===== src/common/fault_diag_defines.vh =====
/*
 * Constants for the eight-channel low-side fault and diagnosis logic:
 * channel command codes, delay figures, cycle counts and reset values.
 * Assumes a 100 MHz system clock; included by the design files by bare name.
 */
`ifndef FAULT_DIAG_DEFINES_VH
`define FAULT_DIAG_DEFINES_VH

// ==========================================================
// Clock
// ==========================================================
`define CLK_MHZ              100

// ==========================================================
// Channel command codes
// ==========================================================
`define CMD_STANDBY          2'h0
`define CMD_ON               2'h1
`define CMD_OFF              2'h2
`define CMD_IDLE             2'h3
`define CMD_RESET_VALUE      16'hFFFF
`define DIAG_RESET_VALUE     16'hFFFF

// ==========================================================
// Timing: figures in us, counts in cycles
// ==========================================================
`define OVL_DELAY_US         10
`define OVL_DELAY_CYC        (`OVL_DELAY_US * `CLK_MHZ)
`define OL_DELAY_US          100
`define OL_DELAY_CYC         (`OL_DELAY_US * `CLK_MHZ)
`define RST_HOLD_US          50
`define RST_HOLD_CYC         (`RST_HOLD_US * `CLK_MHZ)
`define CNT_W                16

`endif


===== src/design/lowside_channel_fault_diag.v =====
/*
 * Top of the eight-channel fault and diagnosis logic. Synchronises the
 * analog comparator levels, the reset pin and the limp-home pin, qualifies
 * reset and limp-home by a minimum duration, and collects the flags.
 * Assumes the serial interface outside supplies the command word.
 */
`timescale 1ns/1ps
`default_nettype none
`include "fault_diag_defines.vh"

module lowside_channel_fault_diag #(
    parameter integer CHANNELS = 8,                  // Number of channels
    parameter integer OVL_CYC  = `OVL_DELAY_CYC,     // Overload delay cycles
    parameter integer OL_CYC   = `OL_DELAY_CYC,      // Open-load delay cycles
    parameter integer HOLD_CYC = `RST_HOLD_CYC       // Reset/limp-home qualify
) (
    input  wire                  clk,                // System clock
    input  wire                  nrst,               // Synchronous reset, active low
    input  wire                  reset_pin_n,        // Device reset pin, active low
    input  wire                  limp_home_input,    // Limp-home pin, active high
    input  wire [2*CHANNELS-1:0] cmd_word,           // Channel commands, 2 bits each
    input  wire                  cmd_load,           // Strobe: take cmd_word
    input  wire [CHANNELS-1:0]   overload,           // Overload comparators
    input  wire [CHANNELS-1:0]   over_temp,          // Thermal sensors
    input  wire [CHANNELS-1:0]   open_load,          // Open-load comparators
    output wire [CHANNELS-1:0]   gate_on,            // Switch drives
    output wire [CHANNELS-1:0]   diag_current_en,    // Diagnosis current sources
    output reg  [2*CHANNELS-1:0] diag_word,          // Flag pairs, registered
    output wire [2*CHANNELS-1:0] cmd_state,          // Present command word
    output wire                  held                // Reset/limp-home active
);

    // ==========================================================
    // Input synchronisers
    // ==========================================================
    reg [3*CHANNELS+1:0] sync1_reg;                  // First stage only
    reg [3*CHANNELS+1:0] sync2_reg;                  // Second stage, read by logic

    always @(posedge clk) begin
        if (!nrst) begin
            sync1_reg <= {(3*CHANNELS+2){1'b0}};
            sync2_reg <= {(3*CHANNELS+2){1'b0}};
        end else begin
            sync1_reg <= {!reset_pin_n, limp_home_input, open_load, over_temp, overload};
            sync2_reg <= sync1_reg;
        end
    end

    wire [CHANNELS-1:0] ovl_s = sync2_reg[CHANNELS-1:0];
    wire [CHANNELS-1:0] ot_s  = sync2_reg[2*CHANNELS-1:CHANNELS];
    wire [CHANNELS-1:0] ol_s  = sync2_reg[3*CHANNELS-1:2*CHANNELS];
    wire                req_s = sync2_reg[3*CHANNELS] | sync2_reg[3*CHANNELS+1];

    // ==========================================================
    // Reset / limp-home duration qualifier
    // ==========================================================
    reg [`CNT_W-1:0] hold_cnt_reg;                   // Cycles the request has stood
    reg              held_reg;                       // Qualified hold

    always @(posedge clk) begin
        if (!nrst) begin
            hold_cnt_reg <= 16'h0000;
            held_reg     <= 1'b0;
        end else if (!req_s) begin
            hold_cnt_reg <= 16'h0000;                // Short pulse ignored
            held_reg     <= 1'b0;
        end else if (hold_cnt_reg == HOLD_CYC[`CNT_W-1:0] - 16'h0001) begin
            held_reg     <= 1'b1;
        end else begin
            hold_cnt_reg <= hold_cnt_reg + 16'h0001;
        end
    end

    assign held = held_reg;

    // ==========================================================
    // Command register
    // ==========================================================
    reg [2*CHANNELS-1:0] cmd_reg;                    // Per-channel command codes

    always @(posedge clk) begin
        if (!nrst || held_reg) begin
            cmd_reg <= `CMD_RESET_VALUE;             // Idle on all channels
        end else if (cmd_load) begin
            cmd_reg <= cmd_word;
        end
    end

    assign cmd_state = cmd_reg;

    // ==========================================================
    // Channels
    // ==========================================================
    wire [CHANNELS-1:0] pf;                          // Protection flags
    wire [CHANNELS-1:0] olf;                         // Open-load flags

    genvar i;
    generate
        for (i = 0; i < CHANNELS; i = i + 1) begin : ch
            channel_fault #(
                .OVL_CYC (OVL_CYC),
                .OL_CYC  (OL_CYC)
            ) u_ch (
                .clk                   (clk),
                .nrst                  (nrst),
                .hold                  (held_reg),
                .cmd                   (cmd_reg[2*i+1:2*i]),
                .overload              (ovl_s[i]),
                .over_temp             (ot_s[i]),
                .open_load             (ol_s[i]),
                .gate_on               (gate_on[i]),
                .diag_current_en       (diag_current_en[i]),
                .protection_fault_flag (pf[i]),
                .open_load_flag        (olf[i])
            );
        end
    endgenerate

    // ==========================================================
    // Diagnosis word: pair n = {protection, open-load}
    // ==========================================================
    integer k;
    always @(posedge clk) begin
        if (!nrst) begin
            diag_word <= `DIAG_RESET_VALUE;
        end else begin
            for (k = 0; k < CHANNELS; k = k + 1) begin
                diag_word[2*k+1] <= pf[k];
                diag_word[2*k]   <= olf[k];
            end
        end
    end

endmodule
`default_nettype wire


===== src/design/channel_fault.v =====
/*
 * One channel's protection and off-state diagnosis: overload qualification,
 * over-temperature shutdown, open-load timing and the two latched flags.
 * Assumes its analog inputs are already synchronised to clk.
 */
`timescale 1ns/1ps
`default_nettype none
`include "fault_diag_defines.vh"

module channel_fault #(
    parameter integer OVL_CYC = `OVL_DELAY_CYC,  // Overload qualification cycles
    parameter integer OL_CYC  = `OL_DELAY_CYC    // Open-load qualification cycles
) (
    input  wire       clk,             // System clock
    input  wire       nrst,            // Synchronous reset, active low
    input  wire       hold,            // Reset or limp-home active
    input  wire [1:0] cmd,             // Channel command code
    input  wire       overload,        // Overload comparator, synchronised
    input  wire       over_temp,       // Thermal sensor trip, synchronised
    input  wire       open_load,       // Off-state open-load comparator
    output reg        gate_on,         // Output switch drive
    output reg        diag_current_en, // Off-state diagnosis current source
    output reg        protection_fault_flag,
    output reg        open_load_flag
);

    // ==========================================================
    // Counters
    // ==========================================================
    reg [`CNT_W-1:0] ovl_cnt_reg;      // Overload qualification timer
    reg [`CNT_W-1:0] ol_cnt_reg;       // Open-load qualification timer

    wire standby   = (cmd == `CMD_STANDBY);
    wire want_on   = (cmd == `CMD_ON) && !hold;
    // Off-state diagnosis only when off and not standby
    wire diag_en   = !standby && !gate_on && !hold;
    wire ovl_trip  = gate_on && overload &&
                     (ovl_cnt_reg == OVL_CYC[`CNT_W-1:0] - 16'h0001);
    wire ol_trip   = diag_en && open_load &&
                     (ol_cnt_reg == OL_CYC[`CNT_W-1:0] - 16'h0001);

    // ==========================================================
    // Overload and open-load timers
    // ==========================================================
    always @(posedge clk) begin
        if (!nrst) begin
            ovl_cnt_reg <= 16'h0000;
            ol_cnt_reg  <= 16'h0000;
        end else begin
            // Overload timer restarts when current falls back
            if (gate_on && overload && !ovl_trip) begin
                ovl_cnt_reg <= ovl_cnt_reg + 16'h0001;
            end else begin
                ovl_cnt_reg <= 16'h0000;
            end
            // Open-load timer runs only in off-state diagnosis
            if (diag_en && open_load && !ol_trip) begin
                ol_cnt_reg <= ol_cnt_reg + 16'h0001;
            end else begin
                ol_cnt_reg <= 16'h0000;
            end
        end
    end

    // ==========================================================
    // Flags and switch drive
    // ==========================================================
    always @(posedge clk) begin
        if (!nrst) begin
            gate_on               <= 1'b0;
            diag_current_en       <= 1'b0;
            protection_fault_flag <= 1'b1;
            open_load_flag        <= 1'b1;
        end else begin
            // Protection flag: overload or thermal, cleared only by standby
            if (ovl_trip || over_temp) begin
                protection_fault_flag <= 1'b1;
            end else if (standby) begin
                protection_fault_flag <= 1'b0;
            end
            // Open-load flag, untouched while on
            if (ol_trip) begin
                open_load_flag <= 1'b1;
            end else if (standby) begin
                open_load_flag <= 1'b0;
            end
            // Switch on only with no protection flag pending
            if (ovl_trip || over_temp) begin
                gate_on <= 1'b0;
            end else begin
                gate_on <= want_on && !protection_fault_flag;
            end
            diag_current_en <= !standby && !want_on && !hold;
        end
    end

endmodule
`default_nettype wire


===== config.mk =====
export PLATFORM = sky130hd
export DESIGN_NAME = lowside_channel_fault_diag
export DESIGN_NICKNAME = d
export VERILOG_FILES = /design/src/design/lowside_channel_fault_diag.v /design/src/design/channel_fault.v
export VERILOG_INCLUDE_DIRS = /design/src /design/src/common
export SDC_FILE = /design/constraint.sdc
export NUM_CORES = 1
export LEC_CHECK = 0
export BUFFER_PORTS_ARGS = -buffer_cell sky130_fd_sc_hd__buf_2
export CORE_ASPECT_RATIO = 1.4
export CORE_MARGIN = 2
export CORE_UTILIZATION = 30
export CTS_CLUSTER_SIZE = 12
export DETAILED_ROUTE_END_ITERATION = 10
export PLACE_DENSITY = 0.54
export SYNTH_ARGS = -nofsm -noshare
export SYNTH_HDL_FRONTEND = slang
export SYNTH_SLANG_ARGS = --single-unit

===== constraint.sdc =====
create_clock -name clk -period 4.31 [get_ports clk]
set_input_delay 0 -clock clk [delete_from_list [all_inputs] [get_ports clk]]
set_output_delay 0 -clock clk [all_outputs]
set_load 0.03 [all_outputs]

======== Yosys cells after proc, flatten, opt, wreduce, memory -nomap -nowiden ========
Cells that the tools add are included.
cells by class
  equal/unequal tests ..................... 25
  add/subtract/negate cells ............... 17
  reductions and logical operators ........ 197
  bitwise gates (word level) .............. 2
operators with widths
  cell                     count
  $add A16 B1 Y16 const B  17
  $eq A16 B10 Y1 const B   8
  $eq A16 B14 Y1 const B   8
  $logic_and A1 B1 Y1      96
  $logic_not A1 Y1         51
  $reduce_and A2 Y1        17
  $reduce_or A2 Y1         16
  $eq A16 B13 Y1 const B   1
  $eq A2 B1 Y1 const B     8
  $logic_not A2 Y1         8
  $logic_or A1 B1 Y1       9
  $not A1 Y1               1
  $or A1 B1 Y1             1
storage, ports and cells
  flip-flop bits (word level) ............. 389
  input bits .............................. 45
  output and inout port bits .............. 49
  logic and storage cells ................. 295

======== Logic depth before layout (Yosys ltp) ========
  depth after elaboration ................. 9
  mapped depth ............................ 7
  gate-level depth less buffers ........... 5

======== By module ========
Synthesis repeated with hierarchy kept, for this count alone.
second synthesis, totals
  cell total of the unflattened synthesis .. 1686
  area total of the unflattened synthesis .. 15706.3 um2
by module, submodules not included
  module                      area each (um2)  sequential area each (um2)  times used  cells an instance
  channel_fault               1566.5           720.7                       8           175
  lowside_channel_fault_diag  3174.3           2021.9                      1           286

======== Least setup slack after synthesis ========
Ideal clock, no wire load.
  path kind ............................... register to register
  start point ............................. register ch[5].u_ch.ol_cnt_reg[4]
  end point ............................... register ch[5].u_ch.ol_cnt_reg[15]
  library setup time ...................... 0.115 ns
  setup slack ............................. 2.373 ns
  path buffers ............................ 1
  arrival ................................. 1.822 ns
  period minus slack after synthesis ...... 1.937 ns
  cell stages (with the launch flop) ...... 6
  data required time ...................... 4.195 ns
  cell sequence ........................... dfxtp_1 -> or4_1 -> or4_4 -> o211ai_4 -> buf_8 -> nor2_2
between the ends
  cells in the longest elaborated chain, start to end .. 5
  elaborated cells on any way between the ends .. 6
  those cells by class .................... add/sub: 1; eq/ne: 1; reduce/logical: 4
ends and longest elaborated chain
  item                                                                     line                source
  from (decl)                                                              channel_fault.v:31  reg [`CNT_W-1:0] ol_cnt_reg;
  from (signal assigned)                                                   channel_fault.v:58  ol_cnt_reg <= ol_cnt_reg + 16'h0001;
  parallel branches: the longest is 5 deep, another holds $add A16 B1 Y16  --
Parallel ways; which one is timed is not known.
A chain may end at the register's enable or synchronous reset.

======== Final worst setup path ========
  start point ............................. register ch[5].u_ch.ol_cnt_reg[4]
  end point ............................... register ch[5].u_ch.ol_cnt_reg[4]
Same word-level chain as after synthesis.

==> results.cfg <==
[outcome]
status = complete, no violations

[routing]
drt_first_pass_iters = 4
drt-initial-drc-count = 403
wire_per_inst_um = 13.4
wl_met1_um = 15200
wirelength_um = 33900
vias = 11900
post-route-drc-count = 0
wl_met2_um = 16400
final_antenna_net_count = 0
viasPerCell = 4.71
highest_layer = met4
wl_met3_um = 1230

[sta]
hold_violations = 0
fin_crit_ns = 2.15
finalCritPeriodShare_pct = 49.9
slew_viol_final = 0
setup_violations = 0
max_freq_mhz = 465
fin_tns_setup_ns = 0
worst_slew_pin_slew_ns = 1.19
rsz0062_at_grt = no
slew-limit-headroom_pct = 20.5
fin_worst_skew_ns = 0.00784

[synthesis]
ys_ff_latch = 389
syn-num-nets = 1769
synth-edff-count = 0
netlist_instances = 1707
yosysSeqAreaShare_pct = 49.7
synthesis.area_um2 = 15700
synthArstFlopShare_pct = 0
avgSynthCellArea_um2 = 9.18
ys_warn_count = 0
ys.flop_type = dfxtp_1
synth.distinct_cells = 56

[global_routing]
grt_pass1_wl_um = 56100
gr-usage-all-layers_pct = 12.6
grt_antenna_before_repair = 0
grt_max_degree = 51
grt_pass1_vias = 11500
grt.overflow.total = 0

[die]
start_util_pct = 30.2
coreArea_um2 = 51900
die_w_um = 197
rows = 99
die-area_um2 = 54100
ioPinCount = 94
die_height_um = 274

[worst_setup_path]
rr_startpoint = ch[5].u_ch.ol_cnt_reg[4]$_SDFF_PN0_
critPathArrivalTime_ns = 2.55
max_stage_delay_ns = 0.54
path_cells = or4_1, or4_4, o211ai_4, nor2_1
worstPathRequired_ns = 4.71
ff2ff_path_depth = 4
reg2reg_to = ch[5].u_ch.ol_cnt_reg[4]$_SDFF_PN0_
critPathCaptureType = flop
startpoint_type = flop
slowest_stage = or4_4
critPathKind = flop to flop
cp_max_fo = 16
r2r_slack_ns = 2.16

[layout]
syn2layout_area_growth_pct = 18.6
fin_util_pct = 35.8
drive_above_1_share_pct = 9.86
seq_area_um2 = 7790
num-fill-cells = 5228
nets = 1905
multi_input_area_um2 = 7410
final_cell_count_no_fill = 2522
antenna_cells = 0

[clock_network]
cts_tree = done
clk_path_buf_depth = 3
cts.sinks = 389
cts_root_buf = clkbuf_16
clk_latency_ns = 0.54
post_cts_resized = 0
htree_levels = 2
cts_made_buffers = 41
clkTransAtPathRegs_ns = 0.06

[run]
cap_violations = 0

[min_path]
hp-class = primary input to flop
hold_start = cmd_load
min_path_cells = 3
whs_endpoint = cmd_state[4]$_SDFFE_PP1P_

[placement]
gp_congestion = 0.791
place_hpwl_um = 23700
place_inst = 2402
port_buffers = 93

[power_and_ir_drop]
leakagePower_nw = 6.03
powerDensity_nw_per_um2 = 402
peakVddDrop_mv = 0.273
cells in the final DEF (no fill, tap or decap), types with 62 or more instances in the layout:
cell	instances
nor4_1	67
nand3_1	98
nand4_1	75
nor2_1	288
nand2_1	97
dfxtp_1	389
buf_2	92
xnor2_1	147
and2_1	62
xor2_1	76
power by group:
| group | internal (W) | total [W] | switching (W) |
|---|---|---|---|
| clock | 0.00220 | 0.00359 | 0.00139 |
| sequential | 0.00364 | 0.00368 | 0.0000349 |
| combinational | 0.0000935 | 0.000210 | 0.000117 |
cell usage after synthesis, types with 17 or more instances:
cell type	instances	area share (%)
nand2b_1	25	1.0
and4_1	20	1.1
nand2_1	97	2.3
ha_1	17	1.4
clkbuf_1	30	0.72
nor2_1	288	6.9
nand3_1	98	3.1
buf_4	18	0.86
dfxtp_1	389	50
mux2i_1	18	1.1
o21ai_0	23	0.73
and3_1	18	0.72
nor4_1	67	2.7
nand4_1	75	3.0
and2_1	62	2.5
inv_1	42	1.0
xor2_1	76	4.2
nor3_1	54	1.7
xnor2_1	147	8.2
per-stage QoR:
stage / hold slack [ns] / cell area (um^2) / worst slack, ns / power [W]
2_1_floorplan: 0.0667 / 15700 / 2.37 / 0.00386
3_3_place_gp: 0.186 / 16700 / 2.16 / 0.00393
3_5_place_dp: 0.187 / 16700 / 2.14 / 0.00393
4_1_cts: 0.106 / 18600 / 2.13 / 0.00761
5_1_grt: 0.111 / 18600 / 1.94 / 0.00777
6_report: 0.0915 / 18600 / 2.16 / 0.00748
routing by layer:
metal / global-route usage, % / vias to the layer above
met5: 0 / -
met4: 4.81 / 0
met3: 2.19 / 63
met2: 22.0 / 172
met1: 15.3 / 5516
li1: - / 6128
logic make-up (layout without fill, tap and decap cells):
logic type / Yosys count / count (layout) / share of synthesized area (%)
adders and majority gates: 17 / 17 / 1.36
DFF: 389 / 389 / 49.7
buffers and inverters: 101 / 260 / 3.04
AOI/OAI and AO/OA: 72 / 72 / 3.11
xor gates and xnor gates: 223 / 223 / 12.5
muxes: 18 / 18 / 1.15
and+or+nand+nor: 887 / 887 / 29.2
critical path: cells and delay by family (launching register included):
family,cells,cell delay (ns)
flops,1,0.33
simple gates,3,1.16
compound gates,1,0.51
worst max path at each step:
stage / endpoint / start / slack, ns
after global routing: ch[5].u_ch.ovl_cnt_reg[2]$_SDFF_PN0_ / ch[5].u_ch.ovl_cnt_reg[13]$_SDFF_PN0_ / 1.94
after CTS: ch[5].u_ch.ol_cnt_reg[5]$_SDFF_PN0_ / ch[5].u_ch.ol_cnt_reg[4]$_SDFF_PN0_ / 2.13
after floorplan: ch[5].u_ch.ol_cnt_reg[15]$_SDFF_PN0_ / ch[5].u_ch.ol_cnt_reg[4]$_SDFF_PN0_ / 2.37
after detailed placement: ch[5].u_ch.ol_cnt_reg[5]$_SDFF_PN0_ / ch[5].u_ch.ol_cnt_reg[4]$_SDFF_PN0_ / 2.14
final: ch[5].u_ch.ol_cnt_reg[4]$_SDFF_PN0_ / ch[5].u_ch.ol_cnt_reg[4]$_SDFF_PN0_ / 2.16
after global placement: ch[5].u_ch.ol_cnt_reg[3]$_SDFF_PN0_ / ch[5].u_ch.ol_cnt_reg[4]$_SDFF_PN0_ / 2.16
final cells by class:
cell class              count  area share (%)
well taps                 656            4.42
clock inverters             5           0.693
inverters                  42           0.848
multi-input cells        1217            39.9
flip-flops and latches    389            41.9
repair buffers            152            5.63
clock buffers              61            6.64
timing repair:
item                      CTS  global route
hold endpoints to repair   63             0
setup buffers               0             0
hold buffers               54             0
Power figures use the tool's default switching activity.
